===== src/pkg/sfm_defines.svh =====
// constants for the solenoid fault monitor: widths, pin positions, filter timing
// assumes inclusion by bare name from the package and from each design file
`ifndef SFM_DEFINES_SVH
`define SFM_DEFINES_SVH

// ==========================================
// sizes
`define SFM_NCH 2
`define SFM_SPW 11
`define SFM_NPIN 23
`define SFM_CNTW 6

// ==========================================
// positions in the synchronised pin vector (per-channel groups are 2 bits)
`define SFM_P_ILO 0
`define SFM_P_IHI 2
`define SFM_P_OCLS 4
`define SFM_P_OL 6
`define SFM_P_SBAT 8
`define SFM_P_SGND 10
`define SFM_P_OT 12
`define SFM_P_UV 14
`define SFM_P_OV 16
`define SFM_P_XRST 17
`define SFM_P_ENP 18
`define SFM_P_VUV 19
`define SFM_P_CLKF 20
`define SFM_P_WD 21
`define SFM_P_RDY 22

// ==========================================
// overcurrent filter interval, in system-clock cycles
`define SFM_OVERCURRENT_FILTER_MIN_CYC 20
`define SFM_OVERCURRENT_FILTER_MAX_CYC 40
`define SFM_OVERCURRENT_FILTER_CYC ((`SFM_OVERCURRENT_FILTER_MIN_CYC + `SFM_OVERCURRENT_FILTER_MAX_CYC) / 2)

`endif


===== src/pkg/sfm_pkg.sv =====
// types of the solenoid fault monitor: registered state of each module
// assumes sfm_defines.svh is on the include path
`include "sfm_defines.svh"

package sfm_pkg;

	// ==========================================
	// top module state
	typedef struct packed {
		logic [`SFM_NPIN-1:0]                sync1;
		logic [`SFM_NPIN-1:0]                sync2;
		logic [`SFM_NCH-1:0]                 en;
		logic [`SFM_NCH-1:0][`SFM_SPW-1:0]   sp;
		logic [`SFM_NCH-1:0]                 overcurrent_flag;
		logic [`SFM_NCH-1:0]                 ot;
		logic [`SFM_NCH-1:0]                 uv;
		logic [`SFM_NCH-1:0]                 olb;
		logic [`SFM_NCH-1:0]                 offf;
		logic                                ov;
		logic                                wd;
		logic                                alert_oe_n;
		logic                                alert_lvl;
	} sfm_state_s;

	// ==========================================
	// overcurrent filter state
	typedef struct packed {
		logic [`SFM_CNTW-1:0] cnt;
		logic                 prev_on;
		logic                 trip;
	} sfm_filt_s;

endpackage


===== src/rtl/sfm_oc_filter.sv =====
// overcurrent filter and quick-shutoff decision for one channel
// assumes all inputs are already synchronous to clk_i
`timescale 1ns/1ns
`include "sfm_defines.svh"

module sfm_oc_filter
	import sfm_pkg::*;
(
	input  wire logic clk_i,
	input  wire logic rst_n_i,
	input  wire logic ce_i,
	input  wire logic arm_i,
	input  wire logic over_low_i,
	input  wire logic over_high_i,
	input  wire logic stage_on_i,
	output logic      trip_o
);

	localparam logic [`SFM_CNTW-1:0] LastCnt = `SFM_CNTW'(`SFM_OVERCURRENT_FILTER_CYC - 1);

	sfm_filt_s q, d;
	logic      chg;

	assign chg = stage_on_i != q.prev_on;

	always_comb begin
		d = q;
		if (ce_i) begin
			d.prev_on = stage_on_i;
			// a stage that switches before the interval ends raises nothing
			if (!arm_i || !over_low_i || chg) begin
				d.cnt = '0;
			end else if (q.cnt != LastCnt) begin
				d.cnt = q.cnt + `SFM_CNTW'(1);
			end
			// high limit bypasses the filter entirely
			d.trip = arm_i && (over_high_i ||
				(over_low_i && !chg && q.cnt == LastCnt));
		end
	end

	always_ff @(posedge clk_i or negedge rst_n_i) begin
		if (!rst_n_i) begin
			q <= '0;
		end else begin
			q <= d;
		end
	end

	assign trip_o = q.trip;
endmodule


===== src/rtl/sfm_fault_monitor.sv =====
// solenoid fault monitor: channel shutdown on faults, latched flags, alert line
// assumes analog comparator and status pins are asynchronous; controls are on clk_i
`timescale 1ns/1ns
`include "sfm_defines.svh"

module sfm_fault_monitor
	import sfm_pkg::*;
(
	input  wire logic                              clk_i,
	input  wire logic                              rst_n_i,
	input  wire logic                              ce_i,
	input  wire logic [`SFM_NCH-1:0]               ilim_low_i,
	input  wire logic [`SFM_NCH-1:0]               ilim_high_i,
	input  wire logic [`SFM_NCH-1:0]               oc_at_ls_fet_i,
	input  wire logic [`SFM_NCH-1:0]               open_load_i,
	input  wire logic [`SFM_NCH-1:0]               short_bat_i,
	input  wire logic [`SFM_NCH-1:0]               short_gnd_i,
	input  wire logic [`SFM_NCH-1:0]               overtemp_i,
	input  wire logic [`SFM_NCH-1:0]               load_supply_uv_i,
	input  wire logic                              bat_overvoltage_i,
	input  wire logic                              external_reset_n_i,
	input  wire logic                              enable_pin_i,
	input  wire logic                              logic_supply_uv_i,
	input  wire logic                              clock_fault_i,
	input  wire logic                              watchdog_event_i,
	input  wire logic                              power_ready_i,
	input  wire logic [`SFM_NCH-1:0]               high_side_i,
	input  wire logic [`SFM_NCH-1:0]               channel_alert_mask_i,
	input  wire logic                              enable_pin_alert_mask_i,
	input  wire logic [`SFM_NCH-1:0]               stage_on_i,
	input  wire logic [`SFM_NCH-1:0]               enable_wr_i,
	input  wire logic [`SFM_NCH-1:0]               enable_wdata_i,
	input  wire logic [`SFM_NCH-1:0]               setpoint_wr_i,
	input  wire logic [`SFM_NCH-1:0][`SFM_SPW-1:0] setpoint_wdata_i,
	input  wire logic                              diag_rd_i,
	output logic [`SFM_NCH-1:0]                    channel_enable_o,
	output logic [`SFM_NCH-1:0][`SFM_SPW-1:0]      setpoint_o,
	output logic [`SFM_NCH-1:0]                    channel_overcurrent_flag_o,
	output logic [`SFM_NCH-1:0]                    channel_overtemp_flag_o,
	output logic [`SFM_NCH-1:0]                    channel_undervoltage_flag_o,
	output logic [`SFM_NCH-1:0]                    open_load_bypass_flag_o,
	output logic [`SFM_NCH-1:0]                    offstate_fault_o,
	output logic                                   bat_overvoltage_flag_o,
	output logic                                   watchdog_flag_o,
	output logic                                   fault_alert_n_o,
	output logic                                   fault_alert_oe_n_o
);

	// ==========================================
	// helpers
	function automatic logic active(input logic en, input logic [`SFM_SPW-1:0] sp);
		active = en && (sp != '0);
	endfunction

	sfm_state_s               q, d;
	logic [`SFM_NPIN-1:0]     pins;
	logic [`SFM_NCH-1:0]      arm, trip, oc_match, oc_mis, on_byp, bypass_cond;
	logic [`SFM_NCH-1:0]      s_ilo, s_ihi, s_ocls, s_ol, s_sbat, s_sgnd, s_ot, s_uv;
	logic                     s_ov, s_xrst_n, s_enp, s_vuv, s_clkf, s_wd, s_rdy;
	logic                     glob_src;

	assign pins = {power_ready_i, watchdog_event_i, clock_fault_i, logic_supply_uv_i,
		enable_pin_i, external_reset_n_i, bat_overvoltage_i, load_supply_uv_i,
		overtemp_i, short_gnd_i, short_bat_i, open_load_i, oc_at_ls_fet_i,
		ilim_high_i, ilim_low_i};

	assign s_ilo    = q.sync2[`SFM_P_ILO +: 2];
	assign s_ihi    = q.sync2[`SFM_P_IHI +: 2];
	assign s_ocls   = q.sync2[`SFM_P_OCLS +: 2];
	assign s_ol     = q.sync2[`SFM_P_OL +: 2];
	assign s_sbat   = q.sync2[`SFM_P_SBAT +: 2];
	assign s_sgnd   = q.sync2[`SFM_P_SGND +: 2];
	assign s_ot     = q.sync2[`SFM_P_OT +: 2];
	assign s_uv     = q.sync2[`SFM_P_UV +: 2];
	assign s_ov     = q.sync2[`SFM_P_OV];
	assign s_xrst_n = q.sync2[`SFM_P_XRST];
	assign s_enp    = q.sync2[`SFM_P_ENP];
	assign s_vuv    = q.sync2[`SFM_P_VUV];
	assign s_clkf   = q.sync2[`SFM_P_CLKF];
	assign s_wd     = q.sync2[`SFM_P_WD];
	assign s_rdy    = q.sync2[`SFM_P_RDY];

	// ==========================================
	// per-channel overcurrent filters and fault classification
	for (genvar c = 0; c < `SFM_NCH; c++) begin : g_ch
		assign arm[c] = active(q.en[c], q.sp[c]);
		sfm_oc_filter u_filt (
			.clk_i       (clk_i),
			.rst_n_i     (rst_n_i),
			.ce_i        (ce_i),
			.arm_i       (arm[c]),
			.over_low_i  (s_ilo[c]),
			.over_high_i (s_ihi[c]),
			.stage_on_i  (stage_on_i[c]),
			.trip_o      (trip[c])
		);
		// transistor matching the configured side counts as overcurrent
		assign oc_match[c] = trip[c] && (high_side_i[c] ? !s_ocls[c] : s_ocls[c]);
		assign oc_mis[c]   = trip[c] && !oc_match[c];
		// a high side short to ground shows up as overcurrent, not here
		assign bypass_cond[c] = s_ol[c] || (high_side_i[c] ? s_sbat[c] : s_sgnd[c]);
		assign on_byp[c] = arm[c] && bypass_cond[c];
	end

	// sources that no mask can silence, plus the low enable pin when enable_pin_alert_mask_i is set
	assign glob_src = !s_xrst_n || s_vuv || s_clkf || q.ov || q.wd || !s_rdy
		|| (enable_pin_alert_mask_i && !s_enp);

	// ==========================================
	// next state
	always_comb begin
		logic alert;
		logic kill;
		logic pend;
		alert = 1'b0;
		kill  = 1'b0;
		pend  = 1'b0;
		d = q;
		if (ce_i) begin
			d.sync1 = pins;
			d.sync2 = q.sync1;
			for (int c = 0; c < `SFM_NCH; c++) begin
				// set after clear so a fault in the read cycle survives
				if (diag_rd_i) begin
					d.overcurrent_flag[c] = 1'b0;
					if (!s_ot[c]) d.ot[c] = 1'b0;
					if (!s_uv[c]) d.uv[c] = 1'b0;
					if (!bypass_cond[c]) d.olb[c] = 1'b0;
				end
				if (oc_match[c]) d.overcurrent_flag[c] = 1'b1;
				if (oc_mis[c] || on_byp[c]) d.olb[c] = 1'b1;
				if (s_ot[c]) d.ot[c] = 1'b1;
				if (s_uv[c]) d.uv[c] = 1'b1;
				d.offf[c] = !arm[c] && bypass_cond[c];

				// enable cannot be rewritten until the report has been read
				pend = q.overcurrent_flag[c] || q.ot[c] || q.uv[c] || q.olb[c] || q.ov;
				if (enable_wr_i[c] && !pend) d.en[c] = enable_wdata_i[c];
				if (setpoint_wr_i[c]) d.sp[c] = setpoint_wdata_i[c];
				kill = trip[c] || on_byp[c] || s_ot[c] || s_uv[c] || s_ov;
				if (kill) begin
					d.en[c] = 1'b0;
					d.sp[c] = '0;
				end

				alert = alert || (channel_alert_mask_i[c]
					&& (q.ot[c] || q.overcurrent_flag[c] || q.uv[c] || q.olb[c]));
			end
			if (diag_rd_i && !s_ov) d.ov = 1'b0;
			if (s_ov) d.ov = 1'b1;
			if (diag_rd_i) d.wd = 1'b0;
			if (s_wd) d.wd = 1'b1;
			d.alert_oe_n = !(alert || glob_src);
			d.alert_lvl  = 1'b0;
		end
	end

	// reset pulls the alert low: the power-up hold starts here
	always_ff @(posedge clk_i or negedge rst_n_i) begin
		if (!rst_n_i) begin
			q <= '0;
		end else begin
			q <= d;
		end
	end

	assign channel_enable_o            = q.en;
	assign setpoint_o                  = q.sp;
	assign channel_overcurrent_flag_o  = q.overcurrent_flag;
	assign channel_overtemp_flag_o     = q.ot;
	assign channel_undervoltage_flag_o = q.uv;
	assign open_load_bypass_flag_o     = q.olb;
	assign offstate_fault_o            = q.offf;
	assign bat_overvoltage_flag_o      = q.ov;
	assign watchdog_flag_o             = q.wd;
	assign fault_alert_n_o             = q.alert_lvl;
	assign fault_alert_oe_n_o          = q.alert_oe_n;
endmodule


===== config.mk =====
export PLATFORM = sky130hd
export DESIGN_NAME = sfm_fault_monitor
export DESIGN_NICKNAME = d
export VERILOG_FILES = /design/src/pkg/sfm_pkg.sv /design/src/rtl/sfm_oc_filter.sv /design/src/rtl/sfm_fault_monitor.sv
export VERILOG_INCLUDE_DIRS = /design/src /design/src/pkg
export SDC_FILE = /design/constraint.sdc
export NUM_CORES = 1
export LEC_CHECK = 0
export BUFFER_PORTS_ARGS = -buffer_cell sky130_fd_sc_hd__buf_2
export CAP_MARGIN = 20
export CORE_MARGIN = 3
export CORE_UTILIZATION = 58
export DETAILED_ROUTE_END_ITERATION = 7
export GPL_TIMING_DRIVEN = 0
export PLACE_DENSITY = 0.94
export SKIP_LAST_GASP = 1
export SLEW_MARGIN = 10
export SYNTH_ARGS = -nofsm -noshare
export SYNTH_HDL_FRONTEND = slang
export SYNTH_SLANG_ARGS = --single-unit
export TNS_END_PERCENT = 10

===== constraint.sdc =====
create_clock -name clk_i -period 4.5 [get_ports clk_i]
set_input_delay 0.675 -clock clk_i [delete_from_list [all_inputs] [get_ports clk_i]]
set_output_delay 0.675 -clock clk_i [all_outputs]
set_load 0.005 [all_outputs]

# After elaboration in Yosys (flattened, before gate mapping)
# Index checks and enable logic that the tools add are counted.
# Widths: inputs -> output; s select.
# classes
muxes,32
eq_ne,8
n_reduce_logical,107
add_sub_neg,2
# op_table
operator,n
$mux 11,4
$logic_or 1x1->1,34
$reduce_bool 2->1,16
$reduce_and 2->1,14
$mux 1,24
$mux 6,4
$logic_and 1x1->1,22
$reduce_bool 11->1,2
$logic_not 1->1,17
$add 6x1->6 const B,2
$eq 6x5->1 const B,2
$ne 6x5->1 const B,2
$reduce_and 3->1,2
$ne 2x1->1 const B,2
$ne 1x1->1,2
# word_totals
reg_bits,99
out_inout_bits,38
inputBits,62
elab_cells,173

# Longest topological paths before layout
# Gate-level depths: netlist of the first run.
# logic_depth
ltp_word,9
ltp_mapped,7
depth_no_buf,7

# Modules after synthesis
# Synthesis of the first run repeated with hierarchy kept, for this count alone.
# unflattened
cells_unflattened,356
hier_area_um2,4525.6
# modules_own_cells
module,instances,seq_area_each_um2,cells_each,area_each_um2
sfm_fault_monitor,1,2077.0,266,3589.7
sfm_oc_filter,2,200.2,45,467.9

# Least setup slack after synthesis of the first run
# No wires, ideal clock.
# synth_timing
path_kind,reg-to-reg
start,"register q, in the netlist setpoint_o[2]"
end,register g_ch[0].u_filt.q[5] in the netlist's numbering
period_less_slack_ns,2.029
setup_time_ns,0.069
path_slack_ns,2.471
path_buffers,0
arrival_ns,1.960
path_stages_with_launch,6
t_required_ns,4.431
cell_sequence,dfrtp_1 -> or4_4 -> o31ai_4 -> nor2_2 -> or4_1 -> nand3_1
# synth_between
elab_chain_cells,7
word_cells_on_any_way,8
classes_between,1 x mux; 7 x reduce/logical
# synth_rtl
item,line_no,text
"start, declared",sfm_fault_monitor.sv:55,"sfm_state_s q, d;"
"start signal, assigned",sfm_fault_monitor.sv:161,q <= '0;
"start signal, assigned",sfm_fault_monitor.sv:163,q <= d;
$reduce_bool 11->1 *,sfm_fault_monitor.sv:52,active = en && (sp != '0);
$logic_and 1x1->1 *,sfm_fault_monitor.sv:52,
$logic_not 1->1 *,sfm_oc_filter.sv:31,if (!arm_i || !over_low_i || chg) begin
$logic_or 1x1->1 * (2 in a row),sfm_oc_filter.sv:31,
$reduce_bool 2->1 (no line),-,
$reduce_and 2->1 (no line),-,
"end signal, assigned",sfm_oc_filter.sv:44,q <= '0;
"end signal, assigned",sfm_oc_filter.sv:46,q <= d;
"end, declared",sfm_oc_filter.sv:21,"sfm_filt_s q, d;"
# Every way passes the cells marked *; elsewhere a longest branch is shown, timed or not.
# A chain may end at the register's enable or synchronous reset.

# Final worst setup path of the first run
# layout_timing
start,"register q, in the netlist setpoint_o[12]"
end,"register q, in the netlist setpoint_o[14]"
# layout_between
elab_chain_cells,9
word_cells_on_any_way,10
classes_between,1 x mux; 9 x reduce/logical
# layout_rtl
item,line_no,text
$reduce_bool 11->1 *,sfm_fault_monitor.sv:52,
$logic_and 1x1->1 *,sfm_fault_monitor.sv:52,
$logic_and 1x1->1 *,sfm_fault_monitor.sv:102,assign on_byp[c] = arm[c] && bypass_cond[c];
$logic_or 1x1->1 * (4 in a row),sfm_fault_monitor.sv:140,kill = trip[c] || on_byp[c] || s_ot[c] || s_uv[c] || s_ov;
$reduce_bool 2->1 (no line),-,
$reduce_and 2->1 (no line),-,
# Marked as above.

==> impl_results.md, run 1 <==
- ANT cells: 0
- Top post-synthesis cells by area: dfrtp_1, mux2_2, buf_4, a22o_1, nand2_1
- Hold buffers post-CTS: 0
- Cell mode on critical path: a31oi_1
- Worst EP arrival: 2.61 ns
- First-pass GRT wire length: 16,400 µm
- Crit path largest cell delay: 0.49 ns
- Max Slew Vio Count: 0
- Routed WL per cell: 17.1 µm
- Share of cells above drive strength 1: 41.2%
- Critical Path Fanout Max: 10
- Final antenna-violating net count: 0
- Slew @ Worst Pin: 0.766 ns
- CP Launch Type: flip-flop
- GRT Util Overall: 23.9%
- Setup crit end kind: flip-flop
- Root Buffer: clkbuf_8
- Final nets: 560
- Post-Syn Nets: 451
- I/O Pins: 100
- Clock Sink Count: 99
- Prevailing post-synth register cell: dfrtp_1
- Worst Reg2Reg Path Length in Cells: 6
- Critical Path Source: setpoint_o[12]$_DFFE_PN0P_
- Min cycle time layout: 2.35 ns
- Mapped cell area: 0.00451 mm²
- CP delay by family, top: compound AO/OA/AOI/OAI gates
- CTS Buffer Depth: 2
- Routed WL: 10,200 µm
- CP max stage cell: nor4_1
- Setup Skew: 0.0126 ns
- DIE AREA: 0.00888 mm²
- Setup WS pre-CTS: 2.19 ns
- Netlist cell types: 54
- Worst path depth: 6
- Data required, critical path: 4.76 ns
- Final period util: 52.1%
- Site row count: 31
- Max Clock Freq: 426 MHz
- Post-CTS sizing: 0
- Final Hold Viols: 0
- Overflow after GRT: 0
- Leakage power: 2.58 nW
- Clock latency on the worst-skew pair: 0.37 ns
- Starting Density: 60.9%
- Num CTS Buffers: 9
- Layout overhead on the synthesized area: 17.5%
- DIE HEIGHT: 94.2 µm
- PortBufs: 97
- CP Capture Point: setpoint_o[14]$_DFFE_PN0P_
- Placed cell count: 582
- Drt first pass iters: 6
- Worst R2R Setup Slack: 2.15 ns
- Largest area contributor in the netlist: dfrtp_1
- Via Count: 3,460
- Worst r2r src: setpoint_o[12]$_DFFE_PN0P_
- Avg Cell Area, Syn: 11.7 µm²
- Number of synthesized register bits: 99
- DP HPWL: 7540 µm
- FF-to-FF End: setpoint_o[14]$_DFFE_PN0P_
- Yosys warnings: 0
- Die X: 94.2 µm
- Initial antenna violation count: 0
- Power Total: 1.87 mW
- PwrDens: 352 mW/mm²
- Hold/Removal Path Class: primary input to asynchronous set/reset pin
- Clk pin slew, worst setup/hold paths: 0.10 ns
- Post-DP Area: 0.00515 mm²
- Relative slew slack: 48.7%
- H-Tree Depth: 3
- CTS tree: yes
- Sum Neg Setup Slack: 0 ns
- Gate Count Post-Synth: 385
- Largest net degree at the start of global routing: 55
- Vias in the first global route: 3,403
- Final setup vio count: 0
- Number of synthesized flops with an enable pin: 0
- Sequential share of the synthesized area: 54.9%
- Maximum vdd drop: 0.198 mV
- DRC viols: 0
- Post-DR vias/cell: 5.80
- Placer Congestion: 0.799
- Asr flop ratio synth: 100%
- Max Cap Violations: 0
- CP Buf/Inv Count: 1
- Post-CTS Setup Bufs: 0
- Core box area: 0.00741 mm²
- Status: finished clean
- Cell with the most instances after synthesis: dfrtp_1
- Post-route cell area: 0.00531 mm²
- Synth cell count leaders: dfrtp_1, mux2_2, nand2_1
- Share of the synthesized area in the top cell type: 54.9%
- Final setup margin: 2.15 ns
- DRT iter0 DRCs: 211
- Critical path class: flip-flop to flip-flop
- Final cell count without fillers: 597
- Worst path cell trace: nor4_1 > a31oi_1 > a31oi_1 > nor2_1 > clkbuf_1 > a22o_1
- RSZ-0062 raised after global routing: no
==> layout by cell type (no fill, tap or decap), drive strengths merged, types with 2 or more instances in the layout <==
| cell type | instances |
|---|---|
| clkinv | 4 |
| and2 | 4 |
| or4 | 7 |
| nor2 | 7 |
| nor3 | 3 |
| a22o | 18 |
| nand3 | 13 |
| nand4 | 6 |
| o211ai | 3 |
| o22ai | 2 |
| clkbuf | 22 |
| mux2 | 48 |
| xor2 | 2 |
| a31oi | 2 |
| a32o | 2 |
| dfrtp | 99 |
| o2bb2ai | 3 |
| nor2b | 4 |
| o21a | 2 |
| inv | 8 |
| xnor2 | 2 |
| ha | 4 |
| and3 | 2 |
| a21oi | 9 |
| nand2 | 36 |
| a41oi | 2 |
| nor4 | 4 |
| o31ai | 3 |
| o21ai | 23 |
| buf | 136 |
==> report_power, final <==
group          switching [mW]  internal, mW  leakage [nW]
clock                   0.297         0.196        0.0819
combinational           0.157         0.179          1.24
sequential             0.0633         0.976          1.25
total                   0.518          1.35          2.58
==> cells by family (layout without fill, tap and decap cells) <==
family / after synthesis / after routing / synth area share [%]
xor gates and xnor gates: 4 / 4 / 0.776
buffers and inverters: 58 / 171 / 8.15
and+or+nand+nor: 90 / 90 / 10.1
DFF: 99 / 99 / 54.9
muxes: 49 / 49 / 12.2
other: 1 / 1 / 0.0831
adders and majority gates: 4 / 4 / 1.11
AOI/OAI and AO/OA: 80 / 80 / 12.7
==> state kept, by name, summed over array words and instances (netlist names) <==
| name | cells |
|---|---|
| bat_overvoltage_flag_o | 1 |
| q | 46 |
| g_ch.u_filt.q | 14 |
| channel_overcurrent_flag_o | 2 |
| offstate_fault_o | 2 |
| open_load_bypass_flag_o | 2 |
| fault_alert_oe_n_o | 1 |
| channel_undervoltage_flag_o | 2 |
| channel_overtemp_flag_o | 2 |
| watchdog_flag_o | 1 |
| g_ch.u_filt.trip_o | 2 |
| channel_enable_o | 2 |
| setpoint_o | 22 |
==> routing by layer <==
metal  vias up  GRT usage [%]  wire length (µm)
met5         -              0                 0
met4         0           9.63               219
met3        26           4.73               900
met2       168           40.0              4960
met1      1701           30.4              4140
li1       1565              -                 -
==> stage by stage <==
stage	hold slack, ns	utilization [%]
6_report	0.351	71.6
5_1_grt	0.404	71.6
4_1_cts	0.368	71.6
3_5_place_dp	0.488	69.5
3_3_place_gp	0.473	69.2
2_1_floorplan	0.379	-
==> worst min-delay path by stage <==
stage	to	start	cells after the start
floorplan	bat_overvoltage_flag_o$_DFFE_PN0P_	rst_n_i	0
global placement	offstate_fault_o[1]$_DFFE_PN0P_	offstate_fault_o[1]$_DFFE_PN0P_	1
detailed placement	q[38]$_DFFE_PN0P_	q[61]$_DFFE_PN0P_	1
CTS	q[70]$_DFFE_PN0P_	rst_n_i	1
global route	q[66]$_DFFE_PN0P_	rst_n_i	1
finish	q[70]$_DFFE_PN0P_	rst_n_i	1
==> final cells by class <==
type | count | area [µm²]
sequential | 99 | 2480
fill | 526 | 2100
multi-input combinational | 228 | 1670
timing repair buffer | 98 | 508
buffer | 50 | 338
clock buffer | 10 | 128
tap | 99 | 124
clock inverter | 5 | 31.3
inverter | 8 | 30.0
Power figures use the tool's default switching activity.
==> inputs of run 2 (changes only) <==
- CORE_UTILIZATION: 58 -> 54
- PLACE_DENSITY: 0.94 -> 0.89
- clock period: 4.5 -> 2.36 ns (I/O delays scaled with it)
==> impl_results.md, run 2 (synthesis gave the netlist of run 1 again) <==
- Site row count: 32 (+3.2%)
- Data required, critical path: 2.59 ns (-2.17 ns)
- DP HPWL: 7390 µm (-2.1%)
- Final antenna-violating net count: 0 (unchanged)
- Final Hold Viols: 0 (unchanged)
- PwrDens: 707 mW/mm² (+100%)
- CTS Buffer Depth: 2 (unchanged)
- Most flop-heavy register: q
- Largest net degree at the start of global routing: 66 (+20%)
- Maximum vdd drop: 0.613 mV (+210%)
- Final setup margin: 0.120 ns (-2.03 ns)
- Die X: 97.4 µm (+3.4%)
- I/O Pins: 100 (unchanged)
- Power Total: 3.83 mW (+100%)
- Num CTS Buffers: 9 (unchanged)
- DRC viols: 0 (unchanged)
- Setup crit end kind: flip-flop
- Worst EP arrival: 2.47 ns (-0.14 ns)
- Via Count: 3,385 (-2.2%)
- Clock latency on the worst-skew pair: 0.37 ns (about the same)
- H-Tree Depth: 3 (unchanged)
- Register Area: 0.00248 mm² (unchanged)
- Min cycle time layout: 2.24 ns (-0.106 ns)
- Post-CTS Setup Bufs: 0 (unchanged)
- PortBufs: 97 (unchanged)
- Placer Congestion: 0.825 (+3.2%)
- GRT Util Overall: 21.3% (-2.6 points)
- Clock share of power: 31.3% (+4.9 points)
- Crit path largest cell delay: 0.57 ns (+0.08 ns)
- Max Clock Freq: 446 MHz (+4.7%)
- Starting Density: 56.9% (-4.0 points)
- Routed WL per cell: 16.6 µm (-3.1%)
- Critical Path Fanout Max: 10 (unchanged)
- Overflow after GRT: 0 (unchanged)
- Critical path class: flip-flop to flip-flop
- Status: finished clean
- Layout overhead on the synthesized area: 19.9%
- Psw: 0.991 mW (+91%)
- First-pass GRT wire length: 16,300 µm (-0.25%)
- Final setup vio count: 0 (unchanged)
- Most frequent cells in the layout: dfrtp_1, buf_2, mux2_2, nand2_1, buf_4
- Largest register FFs: 46 (unchanged)
- CTS tree: yes
- Share of cells above drive strength 1: 42.0% (+0.84 points)
- Sw frac: 25.9% (-1.8 points)
- ANT cells: 0 (unchanged)
- Pint: 2.83 mW (+110%)
- DIE HEIGHT: 97.4 µm (+3.4%)
- Final period util: 94.9% (+43 points)
- Core box area: 0.00793 mm² (+7.0%)
- Post-DR vias/cell: 5.62 (-3.0%)
- Hold/Removal Path Class: primary input to flip-flop
- # fillers: 577 (+9.7%)
- Final nets: 561 (+0.18%)
- Setup WS pre-CTS: 0.0931 ns (-2.10 ns)
- Clk pin slew, worst setup/hold paths: 0.09 ns (about the same)
- DRT iter0 DRCs: 213 (+0.95%)
- Root Buffer: clkbuf_8
- CP max stage cell: or4_4
- Area occupied by multi-input gates: 0.00169 mm² (+1.1%)
- Gate power share: 16.9% (-1.1 points)
- CP Buf/Inv Count: 1 (unchanged)
- Sum Neg Setup Slack: 0 ns (unchanged)
- Initial antenna violation count: 0 (unchanged)
- CP delay by family, top: compound AO/OA/AOI/OAI gates
- Max Cap Violations: 0 (unchanged)
- Vias in the first global route: 3,450 (+1.4%)
- Drt first pass iters: 5 (-1)
- Leading cell type in the layout, fill and taps excluded: dfrtp_1
- Seq pwr share: 51.8% (-3.8 points)
- Cell mode on critical path: o21ai_0
- RSZ-0062 raised after global routing: no
- Relative slew slack: 58.7% (+10 points)
- Leakage power: 2.61 nW (+1.4%)
- CP Launch Type: flip-flop
- Worst path cell trace: or4_4 > o31ai_4 > o21ai_0 > clkbuf_1 > nand2_1 > o21ai_0
- Slew @ Worst Pin: 0.614 ns (-0.152 ns)
- Routed WL: 9990 µm (-2.2%)
- Max Slew Vio Count: 0 (unchanged)
- DIE AREA: 0.00949 mm² (+6.9%)
- Clock Sink Count: 99 (unchanged)
- Setup Skew: 0.0114 ns (-0.00115 ns)
run 2: layout make-up:
type                    count  share of cell area, %
plain buffers              50                   6.24
clock buffers              10                   2.54
clock inverters             6                   1.64
inverters                   8                  0.555
multi-input cells         228                   31.2
flip-flops and latches     99                   45.8
well taps                 102                   2.36
repair buffers             99                   9.71
run 2: power groups by stage:
stage	sequential (mW)	combinational, mW	clock (mW)
floorplan	1.97	0.405	0
global placement	2.00	0.605	0
detailed placement	2.01	0.637	0
CTS	1.98	0.640	1.21
global route	2.00	0.708	1.29
finish	1.98	0.646	1.20
run 2: per-stage QoR:
step | util [%] | hold WS, ns | instance area, µm² | instances
final | 68.3 | 0.196 | 5410 | 602
after global routing | 68.3 | 0.175 | 5410 | 602
after CTS | 68.0 | 0.190 | 5390 | 602
after detailed placement | 65.1 | 0.334 | 5160 | 585
after global placement | 64.7 | 0.475 | 5130 | 584
after floorplan | - | 0.0584 | 4510 | 385
run 2: routing by layer:
metal | part of all wire (%) | track usage [%] | up-vias | wire (µm)
met1 | 42 | 26.9 | 1657 | 4230
met5 | 0 | 0 | - | 0
met4 | 1.7 | 5.11 | 0 | 168
met2 | 49 | 35.5 | 138 | 4860
met3 | 7.3 | 7.18 | 20 | 733
li1 | - | - | 1570 | -
run 2: worst register-to-register path, stage by stage, from the launching register on:
cell      delay [ns]
dfrtp_1         0.41
or4_4           0.57
o31ai_4         0.44
o21ai_0         0.20
clkbuf_1        0.26
nand2_1         0.13
o21ai_0         0.10
run 2: path summary, 6_finish.rpt:
check	from	endpoint	slack, ns	depth (start not counted)
hold reg to reg	fault_alert_oe_n_o$_DFFE_PN0P_	fault_alert_oe_n_o$_DFFE_PN0P_	0.50	1
setup reg to reg	setpoint_o[2]$_DFFE_PN0P_	setpoint_o[8]$_DFFE_PN0P_	0.12	6
setup / recovery	setpoint_o[2]$_DFFE_PN0P_	setpoint_o[8]$_DFFE_PN0P_	0.12	6
max in group asynchronous	rst_n_i	q[51]$_DFFE_PN0P_	1.22	3
hold / removal	setpoint_wdata_i[11]	setpoint_o[11]$_DFFE_PN0P_	0.20	2
min in group asynchronous	rst_n_i	setpoint_o[5]$_DFFE_PN0P_	0.47	2
run 2: what timing repair did:
action                                  in CTS  in global routing
gates resized for setup                      0                  3
endpoints found under the setup margin       0                 10
hold buffers                                 1                  0
hold endpoints to repair                    34                  0
